--- config.mk ---
export PLATFORM = sky130hd
export DESIGN_NAME = ddpu_top
export DESIGN_NICKNAME = d
export VERILOG_FILES = /design/src/design/ddpu_pkg.sv /design/src/design/ddpu_top.sv /design/src/design/ddpu_adjust.sv
export SDC_FILE = /design/constraint.sdc
export NUM_CORES = 1
export LEC_CHECK = 0
export BUFFER_PORTS_ARGS = -buffer_cell sky130_fd_sc_hd__buf_2
export CORE_ASPECT_RATIO = 0.5
export CORE_MARGIN = 3
export CORE_UTILIZATION = 45
export CTS_CLUSTER_DIAMETER = 50
export DETAILED_ROUTE_END_ITERATION = 10
export GPL_TIMING_DRIVEN = 0
export HOLD_SLACK_MARGIN = 0.06
export MAX_ROUTING_LAYER = met4
export PLACE_DENSITY = 0.7
export SETUP_SLACK_MARGIN = 0.2
export SYNTH_ARGS = -nofsm -noshare
export SYNTH_HDL_FRONTEND = slang
export SYNTH_HIERARCHICAL = 1
export SYNTH_SLANG_ARGS = --single-unit
--- constraint.sdc ---
create_clock -name clk_sys -period 8.9 [get_ports clk_sys]
set_input_delay 0.89 -clock clk_sys [delete_from_list [all_inputs] [get_ports clk_sys]]
set_output_delay 0.89 -clock clk_sys [all_outputs]
set_load 0.01 [all_outputs]
--- src/design/ddpu_pkg.sv ---
// Purpose: Constants shared by the dual data pointer unit.
// Assumes: Byte-wide special register port with 8-bit addresses.
// Notes: Offsets are the core's special register addresses.
package ddpu_pkg;
    localparam logic [7:0] ADDR_CONTROL = 8'ha7;
    localparam logic [7:0] ADDR_PTR_LOW = 8'h82;
    localparam logic [7:0] ADDR_PTR_HIGH = 8'h83;
    localparam logic [7:0] CONTROL_RESET = 8'h00;
    localparam logic [7:0] CONTROL_WMASK = 8'h7d;
    localparam int BIT_SELECT = 0;
    localparam int BIT_MAIN_MODE_LO = 2;
    localparam int BIT_SHADOW_MODE_LO = 4;
    localparam int BIT_AUTO_SWAP = 6;
    localparam logic [15:0] POINTER_RESET = 16'h0000;
    typedef enum logic [1:0] {
        DDPU_MODE_KEEP = 2'h0,
        DDPU_MODE_INC = 2'h1,
        DDPU_MODE_DEC = 2'h2,
        DDPU_MODE_TOGGLE = 2'h3
    } ddpu_mode_t;
endpackage

--- src/design/ddpu_top.sv ---
// Purpose: Dual data pointer unit with control register and post-adjust.
// Assumes: Sequencer pulses move_ptr only for moves addressed through the pointer.
// Notes: Pointer byte writes and loads always hit the active pointer.
//
// Operation
// - Select 0 makes main pointer active.
// - Select 1 makes shadow pointer active.
// - Auto-swap inverts select after each move.
// - Shadow mode: keep, increment, decrement, toggle.
// - Main mode: keep, increment, decrement, toggle.
// - Only pointer-addressed moves adjust pointer.
// - Other pointer uses target the active one.
// - Control bits 7 and 1 unimplemented.
//
// The strobed register port was left to the implementer.
`timescale 1ns/1ps
module ddpu_top #(
    parameter int WIDTH = 16
) (
    input wire logic clk_sys,
    input wire logic nrst,
    input wire logic [7:0] addr,
    input wire logic [7:0] wdata,
    input wire logic wr,
    input wire logic rd,
    output logic [7:0] rdata,
    input wire logic move_ptr,
    input wire logic load_ptr,
    input wire logic [WIDTH-1:0] load_value,
    output logic [WIDTH-1:0] active_pointer
);
    logic [7:0] pointer_control_reg;
    logic [WIDTH-1:0] main_ptr;
    logic [WIDTH-1:0] shadow_ptr;
    logic [WIDTH-1:0] main_adj;
    logic [WIDTH-1:0] shadow_adj;
    logic [WIDTH-1:0] next_main;
    logic [WIDTH-1:0] next_shadow;
    logic [WIDTH-1:0] next_active;
    logic [7:0] next_control;
    logic [7:0] read_mux;

    // ------------------------------------------------------------
    // Decode
    // ------------------------------------------------------------
    wire pointer_select = pointer_control_reg[ddpu_pkg::BIT_SELECT];
    wire auto_swap_enable = pointer_control_reg[ddpu_pkg::BIT_AUTO_SWAP];
    wire [1:0] main_mode = pointer_control_reg[ddpu_pkg::BIT_MAIN_MODE_LO +: 2];
    wire [1:0] shadow_mode = pointer_control_reg[ddpu_pkg::BIT_SHADOW_MODE_LO +: 2];
    wire wr_control = wr && (addr == ddpu_pkg::ADDR_CONTROL);
    wire wr_low = wr && (addr == ddpu_pkg::ADDR_PTR_LOW);
    wire wr_high = wr && (addr == ddpu_pkg::ADDR_PTR_HIGH);
    wire [7:0] pointer_low_byte = active_pointer[7:0];
    wire [7:0] pointer_high_byte = active_pointer[15:8];

    assign active_pointer = pointer_select ? shadow_ptr : main_ptr;

    ddpu_adjust #(.WIDTH(WIDTH)) u_main_adj (
        .value(main_ptr),
        .mode(main_mode),
        .adjusted(main_adj)
    );
    ddpu_adjust #(.WIDTH(WIDTH)) u_shadow_adj (
        .value(shadow_ptr),
        .mode(shadow_mode),
        .adjusted(shadow_adj)
    );

    // ------------------------------------------------------------
    // Next state
    // ------------------------------------------------------------
    // A move adjusts only the active pointer; software accesses then override.
    always_comb begin
        next_active = active_pointer;
        if (move_ptr) begin
            next_active = pointer_select ? shadow_adj : main_adj;
        end
        if (load_ptr) begin
            next_active = load_value;
        end
        if (wr_low) begin
            next_active[7:0] = wdata;
        end
        if (wr_high) begin
            next_active[15:8] = wdata;
        end
        next_main = pointer_select ? main_ptr : next_active;
        next_shadow = pointer_select ? next_active : shadow_ptr;
        next_control = pointer_control_reg;
        if (move_ptr && auto_swap_enable) begin
            next_control[ddpu_pkg::BIT_SELECT] = ~pointer_select;
        end
        if (wr_control) begin
            next_control = wdata & ddpu_pkg::CONTROL_WMASK;
        end
    end

    always_comb begin
        case (addr)
            ddpu_pkg::ADDR_CONTROL: read_mux = pointer_control_reg;
            ddpu_pkg::ADDR_PTR_LOW: read_mux = pointer_low_byte;
            ddpu_pkg::ADDR_PTR_HIGH: read_mux = pointer_high_byte;
            default: read_mux = 8'h00;
        endcase
    end

    // ------------------------------------------------------------
    // Registers
    // ------------------------------------------------------------
    always_ff @(posedge clk_sys or negedge nrst) begin
        if (!nrst) begin
            pointer_control_reg <= ddpu_pkg::CONTROL_RESET;
            main_ptr <= ddpu_pkg::POINTER_RESET;
            shadow_ptr <= ddpu_pkg::POINTER_RESET;
            rdata <= 8'h00;
        end else begin
            pointer_control_reg <= next_control;
            main_ptr <= next_main;
            shadow_ptr <= next_shadow;
            rdata <= rd ? read_mux : 8'h00;
        end
    end
endmodule

--- src/design/ddpu_adjust.sv ---
// Purpose: Next value of one pointer after a qualifying move.
// Assumes: Purely combinational.
// Notes: Wraps modulo the pointer width.
`timescale 1ns/1ps
module ddpu_adjust #(
    parameter int WIDTH = 16
) (
    input wire logic [WIDTH-1:0] value,
    input wire logic [1:0] mode,
    output logic [WIDTH-1:0] adjusted
);
    always_comb begin
        case (mode)
            ddpu_pkg::DDPU_MODE_INC: adjusted = value + {{(WIDTH-1){1'b0}}, 1'b1};
            ddpu_pkg::DDPU_MODE_DEC: adjusted = value - {{(WIDTH-1){1'b0}}, 1'b1};
            ddpu_pkg::DDPU_MODE_TOGGLE: adjusted = {value[WIDTH-1:1], ~value[0]};
            default: adjusted = value;
        endcase
    end
endmodule

==> impl_metrics.ini, run 1 <==
[sta]
slew_viol_final = 0
fin_crit_sh_pct = 52.35
clock-skew-final_ns = 0.004186
setup_viol = 0
tns_ns = 0
worstMarginPinSlew_ns = 1.051
grt_setup_unrepaired = false
post-route-min-period_ns = 4.659
hold_viol_final = 0
slew_headroom_pct = 29.91
timing.fmax_ghz = 0.2146
holdWs_ns = 0.5538

[cts]
clockRootBuffer = clkbuf_16
cts_htree_levels = 2
clockBufferDepth = 2
cts.sinks = 46
clk_latency_ns = 0.28
cts_tree = done
hold_buffers = 0
numCtsBuffers = 5
cts_setup_buffers = 0
cts_resized = 0
clk_pin_slew_ns = 0.06

[synthesis]
yosysTopAreaCell = dfrtp_1
synth_area_per_cell_um2 = 7.846
ys_seq_area_share_pct = 19.75
synthArstFlopShare_pct = 100.0
synth_edf_count = 0
ys_warn_count = 6
syn-num-nets = 795
syn_area_mm2 = 0.005829
synthCells = 743
ys_seq_elements = 46
synth_cell_types = 90
synth_area_leaders = dfrtp_1 20%, mux2_2 7.1%, nand2_1 4.1%
ys.flop_type = dfrtp_1
synth_top_area_share_pct = 19.75

[floorplanning]
dieArea_mm2 = 0.01444
rows = 28
start_util_pct = 47.68
die_w_um = 167.0
die_h_um = 86.48
ios = 62
core_mm2 = 0.01223

[global_routing]
grt_overflow = 0
grt_pass1_vias = 5690
grt_use_total_pct = 26.78
grt_pass1_wl_mm = 30.96
grt_max_degree = 47
antenna_found_initial = 0

[critical_path]
required_ns = 9.04
cp_max_fo = 10
r2r-start = pointer_control_reg[4]$_DFFE_PN0P_
start_kind = flop
r2r_end = shadow_ptr[10]$_DFFE_PN0P_
cp.arrival_ns = 4.80
timing.setup.critical_path_class = reg2reg
critPathMaxStageDelay_ns = 0.50
cp-end-kind = flop
rrSetupSlack_ns = 4.24
crit_chain = inv_1, ha_1, buf_2, buf_4, buf_2, buf_2, xor2_1, ha_1, and3b_1, o21ai_2, a221oi_2, or4_1, and2_1, a221o_1, mux2_2, o221ai_1, a31oi_1
crit_top_cell = buf_2
crit_path_top_delay_cell = or4_1
reg2reg_depth = 17

[final_layout]
utilization_pct = 52.87
multi_input_area_mm2 = 0.004197
area_delta_synth_final_pct = 10.88
largest_registers = main_ptr x16, shadow_ptr x16, rdata x8
drive_gt1_share_pct = 21.76
fin_cells = 974
fill_cells = 1179
nNetsFinal = 861
antennaDiodeCount = 0
seqCellArea_mm2 = 0.001151

[route]
ant_nets = 0
drc = 0
drt_pass1_iterations = 5
post_drt_wl_per_cell_um = 19.64
wl_met1_mm = 8.729
routed_via_density = 6.351
wl_met3_mm = 1.301
drt_wl_total_mm = 19.13
drt_iter0_drc = 684
top_layer = met4
wl_met2_mm = 8.796
vias = 6186

[flow_run]
drv_cap = 0

[pwr]
switchingPower_uw = 935.4
p_comb_share_pct = 66.4
p_int_uw = 885.8
p_clk_share_pct = 9.7
ir_worst_vdd_mv = 0.1034
swShare_pct = 51.36
p_leak_nw = 2.563
power_density_mw_per_mm2 = 281.8
pwr-share-seq_pct = 23.9

[placed_design]
place.gp.congestion = 0.9614
io_buffer_count = 59
hpwl_mm = 14.74
dpl.cell_count = 967

[worst_hold_path]
min_path_cells = 1
hold_path.class = reg2reg
min_from = pointer_control_reg[6]$_DFFE_PN0P_
min_to = pointer_control_reg[6]$_DFFE_PN0P_

[run_status]
status = finished, final reports clean
## final cells by class
cell class | count | area share [%]
plain buffers | 73 | 6.407
flip-flops and latches | 46 | 17.81
well taps | 165 | 3.194
inverters | 18 | 1.045
multi-input cells | 606 | 64.92
repair buffers | 59 | 4.568
clock buffers | 7 | 2.052
## per-stage QoR
stage	worst slack [ns]	power (mW)	area, um2
final	4.241	1.821	6464
after global routing	4.060	1.956	6464
after CTS	4.332	1.790	6464
after detailed placement	4.349	1.609	6331
after global placement	4.369	1.590	6331
after floorplan	5.113	1.265	5829
## layer usage
layer / up-vias / global-route usage [%]
met5: - / -
met4: 0 / 5.165
met3: 27 / 2.323
met2: 254 / 44.42
met1: 2970 / 36.49
li1: 2935 / -
## power by group through the flow
| stage | Clock, mW | Sequential [mW] | Combinational, mW |
|---|---|---|---|
| 6_report | 0.177 | 0.435 | 1.21 |
| 4_1_cts | 0.177 | 0.426 | 1.19 |
| 5_1_grt | 0.187 | 0.449 | 1.32 |
| 3_3_place_gp | 0 | 0.425 | 1.16 |
| 3_5_place_dp | 0 | 0.429 | 1.18 |
| 2_1_floorplan | 0 | 0.370 | 0.895 |
## synthesized netlist by cell type (4+ instances only)
library cell	number
o21ai_1	8
o311ai_1	4
xnor2_1	12
o211ai_1	6
clkbuf_8	5
o21ai_0	44
buf_2	24
clkbuf_1	32
a31oi_1	20
a211oi_1	14
o22ai_1	7
nand2_1	63
a21oi_1	28
o31ai_1	15
nor2b_1	22
xor2_1	5
nand2b_1	6
inv_1	15
and3_1	4
and2_1	12
a22o_1	8
or3_1	4
or2_2	4
mux2i_1	16
dfrtp_1	46
ha_1	14
a21o_1	10
nand3_1	15
a32oi_1	5
o21a_1	8
mux2_2	37
nor4_1	7
nor2_1	59
nor3_1	18
or4_1	6
o31a_1	5
buf_6	6
o221ai_1	17
nand4_1	12
a22oi_1	24
nor3b_1	6
## kinds of logic (layout without fill, tap and decap cells)
group / after synthesis / after routing / share of synthesized area (%)
fa+ha+maj: 14 / 14 / 3.005
mux: 54 / 54 / 10.15
compound gates: 256 / 256 / 31.75
simple gates: 265 / 265 / 24.53
buf+inv: 91 / 157 / 8.264
flops: 46 / 46 / 19.75
xor+xnor: 17 / 17 / 2.554
## critical path: cells and delay by family, from the launching register on
family	cells	cell delay [ns]
compound gates	5	1.17
xor+xnor	1	0.12
fa+ha+maj	2	0.51
buf+inv	5	1.15
flops	1	0.43
mux	1	0.27
simple gates	3	0.86
## cells in the final DEF (no fill, tap or decap), types with 10 or more instances in the layout
| cell | count |
|---|---|
| a211oi_1 | 14 |
| a21o_1 | 10 |
| a21oi_1 | 28 |
| a22oi_1 | 24 |
| a31oi_1 | 20 |
| and2_1 | 12 |
| buf_2 | 83 |
| clkbuf_1 | 34 |
| dfrtp_1 | 46 |
| ha_1 | 14 |
| inv_1 | 15 |
| mux2_2 | 37 |
| mux2i_1 | 16 |
| nand2_1 | 63 |
| nand3_1 | 15 |
| nand4_1 | 12 |
| nor2_1 | 59 |
| nor2b_1 | 22 |
| nor3_1 | 18 |
| o21ai_0 | 44 |
| o221ai_1 | 17 |
| o31ai_1 | 15 |
| xnor2_1 | 12 |
## how the worst max path moves through the flow
stage	cells after the start	from	slack [ns]	end
global placement	17	pointer_control_reg[4]$_DFFE_PN0P_	4.37	shadow_ptr[10]$_DFFE_PN0P_
floorplan	17	pointer_control_reg[4]$_DFFE_PN0P_	5.11	shadow_ptr[10]$_DFFE_PN0P_
CTS	17	pointer_control_reg[4]$_DFFE_PN0P_	4.33	shadow_ptr[10]$_DFFE_PN0P_
detailed placement	17	pointer_control_reg[4]$_DFFE_PN0P_	4.35	shadow_ptr[10]$_DFFE_PN0P_
finish	17	pointer_control_reg[4]$_DFFE_PN0P_	4.24	shadow_ptr[10]$_DFFE_PN0P_
global route	17	pointer_control_reg[4]$_DFFE_PN0P_	4.06	shadow_ptr[10]$_DFFE_PN0P_
No activity file was read; power rests on OpenSTA's default activity.
==> run 2, diff against run 1 <==
--- a/config.mk
+++ b/config.mk
@@ -5,6 +5,7 @@
 export SDC_FILE = /design/constraint.sdc
 export NUM_CORES = 1
 export LEC_CHECK = 0
+export ABC_AREA = 1
 export BUFFER_PORTS_ARGS = -buffer_cell sky130_fd_sc_hd__buf_2
 export CORE_ASPECT_RATIO = 0.5
 export CORE_MARGIN = 3
@@ -14,7 +15,7 @@
 export GPL_TIMING_DRIVEN = 0
 export HOLD_SLACK_MARGIN = 0.06
 export MAX_ROUTING_LAYER = met4
-export PLACE_DENSITY = 0.7
+export PLACE_DENSITY = 0.72
 export SETUP_SLACK_MARGIN = 0.2
 export SYNTH_ARGS = -nofsm -noshare
 export SYNTH_HDL_FRONTEND = slang
==> constraint.sdc (replaced) <==
create_clock -name clk_sys -period 4.2 [get_ports clk_sys]
set_input_delay 0.42 -clock clk_sys [delete_from_list [all_inputs] [get_ports clk_sys]]
set_output_delay 0.42 -clock clk_sys [all_outputs]
set_load 0.01 [all_outputs]
==> impl_metrics.ini, run 2 <==
[run_status]
status = finished, final reports clean

[cts]
cts_resized = 0
clk_latency_ns = 0.29
clockRootBuffer = clkbuf_16
hold_buffers = 0
clk_pin_slew_ns = 0.06
clockBufferDepth = 2
cts_tree = done
cts_setup_buffers = 0
cts.sinks = 46
cts_htree_levels = 2
numCtsBuffers = 5

[global_routing]
antenna_found_initial = 0
grtUsageMet2_pct = 41.66
grt_overflow = 0
globalRoute.busiestLayer = met2
grt_pass1_vias = 5829
grt_use_met3_pct = 2.605
grt_max_degree = 47
grt_use_total_pct = 27.67
use_met1_pct = 41.13
grt_pass1_wl_mm = 29.93

[sta]
hold_viol_final = 0
grt_setup_unrepaired = false
fin_crit_sh_pct = 77.51
worstMarginPinSlew_ns = 1.011
setup_viol = 0
holdWs_ns = 0.3081
slew_headroom_pct = 32.57
clock-skew-final_ns = 0.004223
tns_ns = 0
timing.fmax_ghz = 0.3072
post-route-min-period_ns = 3.255
slew_viol_final = 0

[final_layout]
drive_gt1_share_pct = 12.91
layout_commonest_cell = nand2_1
utilization_pct = 52.43
largest_registers = main_ptr x16, shadow_ptr x16, rdata x8
antennaDiodeCount = 0
final_cell_mix = 465 x nand2_1, 147 x inv_1, 118 x nand3_1, 64 x buf_2, 62 x nor2_1
nNetsFinal = 1160
fill_cells = 1319
area_delta_synth_final_pct = 11.17

[floorplanning]
die_w_um = 165.2
start_util_pct = 47.16
core_mm2 = 0.01209
die_h_um = 85.59
rows = 28
dieArea_mm2 = 0.01414
ios = 62

[pwr]
ir_worst_vdd_mv = 0.2012
power_density_mw_per_mm2 = 589.2
switchingPower_mw = 2.090
p_leak_nw = 3.747
p_comb_share_pct = 66.3
p_total_mw = 3.734
p_clk_share_pct = 10.1
swShare_pct = 55.98
pwr-share-seq_pct = 23.7
p_int_mw = 1.644

[synthesis]
synth_cell_types = 37
ys_seq_area_share_pct = 20.19
ys.flop_type = dfrtp_1
syn-num-nets = 1094
synth_edf_count = 0
yosysMostFrequentCell = nand2_1
ys_seq_elements = 46
synth_top_area_share_pct = 30.62
yosys-top-cells-count = 465 x nand2_1, 147 x inv_1, 118 x nand3_1, 62 x nor2_1, 46 x dfrtp_1
synthCells = 1042
ys_warn_count = 6
yosysTopAreaCell = nand2_1
synth_area_leaders = nand2_1 31%, dfrtp_1 20%, nand3_1 10%
synth_area_per_cell_um2 = 5.471
synthArstFlopShare_pct = 100.0
syn_area_mm2 = 0.005700

[route]
drt_wl_total_mm = 18.48
drc = 0
drt_pass1_iterations = 5
vias = 6426
routed_via_density = 5.048
ant_nets = 0
post_drt_wl_per_cell_um = 14.51
drt_iter0_drc = 674

[critical_path]
crit_chain = inv_1, ha_1, buf_6, buf_6, nand2_1, nand2_1, inv_1, ha_1, a21oi_1, inv_1, nand4_1, nand2_1, or2_1, nand3_1, o21ai_1, nand2_1, nand3_1, nand2_1, nand2_1, nand3_1, nand2_1, nand2_1, nand2_1
crit_top_cell = nand2_1
path_buf_inv = 5
critPathMaxStageDelay_ns = 0.41
cp_max_fo = 10
critPathTopFamily = simple AND/OR/NAND/NOR gates
start_kind = flop
cp.arrival_ns = 3.43
required_ns = 4.38
cp-end-kind = flop
timing.setup.critical_path_class = reg2reg
crit_path_top_delay_cell = dfrtp_1

[flow_run]
drv_cap = 0

[placed_design]
hpwl_mm = 15.31
io_buffer_count = 59
place.gp.congestion = 0.9436

[worst_hold_path]
hold_path.class = in2async
## run 2: changes by cell type after synthesis, moves of 24 or more
cell / previous run / this run
nand2_1: 63 / 465
nand3_1: 15 / 118
clkbuf_1: 32 / 7
mux2_2: 37 / 0
a22oi_1: 24 / 0
inv_1: 15 / 147
## run 2: worst paths after layout
path	slack, ns	depth (start not counted)	from	to
setup / recovery	0.94	23	pointer_control_reg[4]$_DFFE_PN0P_	main_ptr[6]$_DFFE_PN0N_
min in group clk_sys	0.42	3	wdata[2]	pointer_control_reg[2]$_DFFE_PN0P_
max in group asynchronous	3.27	1	nrst	pointer_control_reg[4]$_DFFE_PN0P_
hold / removal	0.31	1	nrst	main_ptr[13]$_DFFE_PN0N_
setup reg to reg	0.94	23	pointer_control_reg[4]$_DFFE_PN0P_	main_ptr[6]$_DFFE_PN0N_
hold reg to reg	0.55	2	main_ptr[8]$_DFFE_PN0N_	main_ptr[8]$_DFFE_PN0N_
## run 2: cell type report
| type | instances | area (um2) | share of cell area, % |
|---|---|---|---|
| plain buffers | 30 | 227.7 | 3.593 |
| well taps | 165 | 206.4 | 3.258 |
| multi-input cells | 806 | 3719 | 58.68 |
| inverters | 160 | 603.1 | 9.516 |
| flip-flops and latches | 46 | 1151 | 18.16 |
| clock buffers | 5 | 125.1 | 1.974 |
| clock inverters | 2 | 10.01 | 0.1579 |
| repair buffers | 59 | 295.3 | 4.659 |
## run 2: logic make-up (layout without fill, tap and decap cells)
group | after synthesis | after routing | synth area share [%]
compound gates | 82 | 82 | 7.594
xor+xnor | 12 | 12 | 2.963
fa+ha+maj | 14 | 14 | 3.073
buf+inv | 190 | 256 | 14.57
flops | 46 | 46 | 20.19
simple gates | 698 | 698 | 51.60
## run 2: worst register-to-register path: cells and delay by family (launching register included)
family                     cells  cell delay, ns
AOI/OAI and AO/OA              2            0.36
and+or+nand+nor               14            1.36
adders and majority gates      2            0.42
DFF                            1            0.41
buffers and inverters          5            0.58
## run 2: power by group through the flow
stage / registers (mW) / logic, mW / clock network [mW]
after floorplan: 0.795 / 1.74 / 0
after global placement: 0.874 / 2.40 / 0
after detailed placement: 0.883 / 2.41 / 0
after CTS: 0.876 / 2.43 / 0.380
after global routing: 0.918 / 2.79 / 0.399
final: 0.883 / 2.47 / 0.377
## run 2: routing by layer
metal | wire length (um) | up-vias
met5 | 0 | -
met4 | 159 | 0
met3 | 1331 | 14
met2 | 7828 | 218
met1 | 9156 | 2872
li1 | - | 3322
## run 2: through the flow
stage,cell area (um2),instances,setup WS (ns)
2_1_floorplan,5700,1042,1.599
3_3_place_gp,6202,1266,1.027
3_5_place_dp,6202,1266,0.9868
4_1_cts,6337,1273,0.9770
5_1_grt,6337,1273,0.6098
6_report,6337,1273,0.9447
==> run 3, diff against run 2 <==
==> constraint.sdc (replaced) <==
create_clock -name clk_sys -period 2.9 [get_ports clk_sys]
set_input_delay 0.29 -clock clk_sys [delete_from_list [all_inputs] [get_ports clk_sys]]
set_output_delay 0.29 -clock clk_sys [all_outputs]
set_load 0.01 [all_outputs]
==> impl_metrics.ini, run 3 (synthesis results as in run 2) <==
[pwr]
power_density_mw_per_mm2 = 841.9
ir_worst_vdd_mv = 0.3302
p_leak_nw = 4.083

[placed_design]
place.gp.congestion = 0.9436
placed_area_mm2 = 0.006202
pre_cts_slack_ns = -0.3132
hpwl_mm = 15.31
dpl.cell_count = 1266
io_buffer_count = 59

[floorplanning]
rows = 28
start_util_pct = 47.16
dieArea_mm2 = 0.01414
ios = 62
die_h_um = 85.59
core_mm2 = 0.01209
die_w_um = 165.2

[cts]
cts.sinks = 46
cts_htree_levels = 2
clockRootBuffer = clkbuf_16
clockBufferDepth = 2
numCtsBuffers = 5
clk_pin_slew_ns = 0.06
clk_latency_ns = 0.29
cts_tree = done

[critical_path]
cp.arrival_ns = 2.93
r2r_end = main_ptr[6]$_DFFE_PN0N_
r2r-start = pointer_control_reg[3]$_DFFE_PN0P_
rrSetupSlack_ns = 0.14
start_kind = flop
timing.setup.critical_path_class = reg2reg
required_ns = 3.08
cp-end-kind = flop
cp_max_fo = 4
reg2reg_depth = 22

[worst_hold_path]
hold_path.class = in2async

[sta]
clock-skew-final_ns = 0.002609
setup_viol = 0
fin_crit_sh_pct = 95.03
post-route-min-period_ns = 2.756
worstMarginPinSlew_ns = 1.029
layout_setup_ws_ns = 0.1440
hold_viol_final = 0
timing.fmax_ghz = 0.3628
slew_headroom_pct = 31.41
grt_setup_unrepaired = true
slew_viol_final = 0

[route]
drt_wl_total_mm = 20.34
drc = 0
drt_iter0_drc = 748
post_drt_wl_per_cell_um = 15.55
ant_nets = 0
drt_pass1_iterations = 8
vias = 6809
routed_via_density = 5.206

[global_routing]
grt_use_total_pct = 28.24
grt_pass1_vias = 5977
antenna_found_initial = 0
grt_pass1_wl_mm = 30.61
grt_max_degree = 47
grt_overflow = 0

[final_layout]
layout_commonest_cell = nand2_1
fill_cells = 1185
nNetsFinal = 1195
fin_cells = 1308
drive_gt1_share_pct = 29.31
final_cell_mix = 406 x nand2_1, 133 x inv_1, 79 x nand3_1, 65 x buf_2, 62 x nand2_2
largest_registers = main_ptr x16, shadow_ptr x16, rdata x8
area_delta_synth_final_pct = 28.42
antennaDiodeCount = 0
stdcell_area_mm2 = 0.007321

[flow_run]
drv_cap = 0

[run_status]
status = finished, final reports clean
## run 3: cell type report
class                      count  area [um2]  share of cell area [%]
buffer                        30       259.0                   3.538
inverter                     160       613.1                   8.375
clock buffer                   5       125.1                   1.709
multi-input combinational    806        4345                   59.36
clock inverter                 2       10.01                  0.1367
tap                          165       206.4                   2.820
sequential                    46        1154                   15.76
timing repair buffer          94       608.1                   8.306
## run 3: repair_timing
action | in CTS | in global routing
setup buffers | 16 | 17
cloned | 0 | 2
gates resized for setup | 23 | 180
setup endpoints to repair | 26 | 26
hold buffers | 0 | 0
pin swaps | 4 | 95
## run 3: worst max-delay path by stage
stage                                       start                   endpoint  cells after the start
6_report       pointer_control_reg[3]$_DFFE_PN0P_    main_ptr[6]$_DFFE_PN0N_                     22
5_1_grt        pointer_control_reg[2]$_DFFE_PN0P_   main_ptr[10]$_DFFE_PN0N_                     24
4_1_cts        pointer_control_reg[5]$_DFFE_PN0P_   main_ptr[14]$_DFFE_PN0N_                     23
3_5_place_dp   pointer_control_reg[4]$_DFFE_PN0P_    main_ptr[6]$_DFFE_PN0N_                     23
3_3_place_gp   pointer_control_reg[4]$_DFFE_PN0P_    main_ptr[6]$_DFFE_PN0N_                     23
2_1_floorplan  pointer_control_reg[4]$_DFFE_PN0P_  shadow_ptr[6]$_DFFE_PN0P_                     23
## run 3: worst max-delay path, stage by stage (launching register included)
cell,delay (ns)
dfrtp_2,0.45
ha_4,0.21
inv_4,0.06
buf_6,0.10
nand2_2,0.06
nand2_2,0.08
inv_1,0.04
ha_2,0.17
a21oi_4,0.15
inv_2,0.06
nand4_1,0.13
nand2_2,0.11
or2_1,0.25
nand3_2,0.08
o21ai_2,0.07
nand2_1,0.11
nand3_1,0.09
nand2_1,0.06
nand2_1,0.05
nand3_1,0.07
nand2_1,0.09
nand2_2,0.09
nand2_1,0.06
## run 3: routing by layer
metal / wire, um / GRT usage, %
met5: 0 / -
met4: 408 / 4.338
met3: 1493 / 2.798
met2: 8888 / 43.19
met1: 9547 / 41.25
## run 3: power breakdown
group	switching, mW	total [mW]	internal [mW]
clock	0.234	0.545	0.311
combinational	2.78	4.30	1.52
sequential	0.448	1.32	0.875
total	3.46	6.16	2.71
## run 3: stage by stage
step | total power [mW] | hold slack [ns] | setup TNS [ns] | util (%)
floorplan | 3.666 | -0.005591 | 0 | -
CTS | 5.398 | 0.2121 | 0 | 54.07
global placement | 4.740 | 0.5192 | -1.286 | 51.31
detailed placement | 4.776 | 0.5122 | -1.759 | 51.31
global route | 6.677 | 0.2832 | 0 | 60.57
finish | 6.163 | 0.1831 | 0 | 60.57
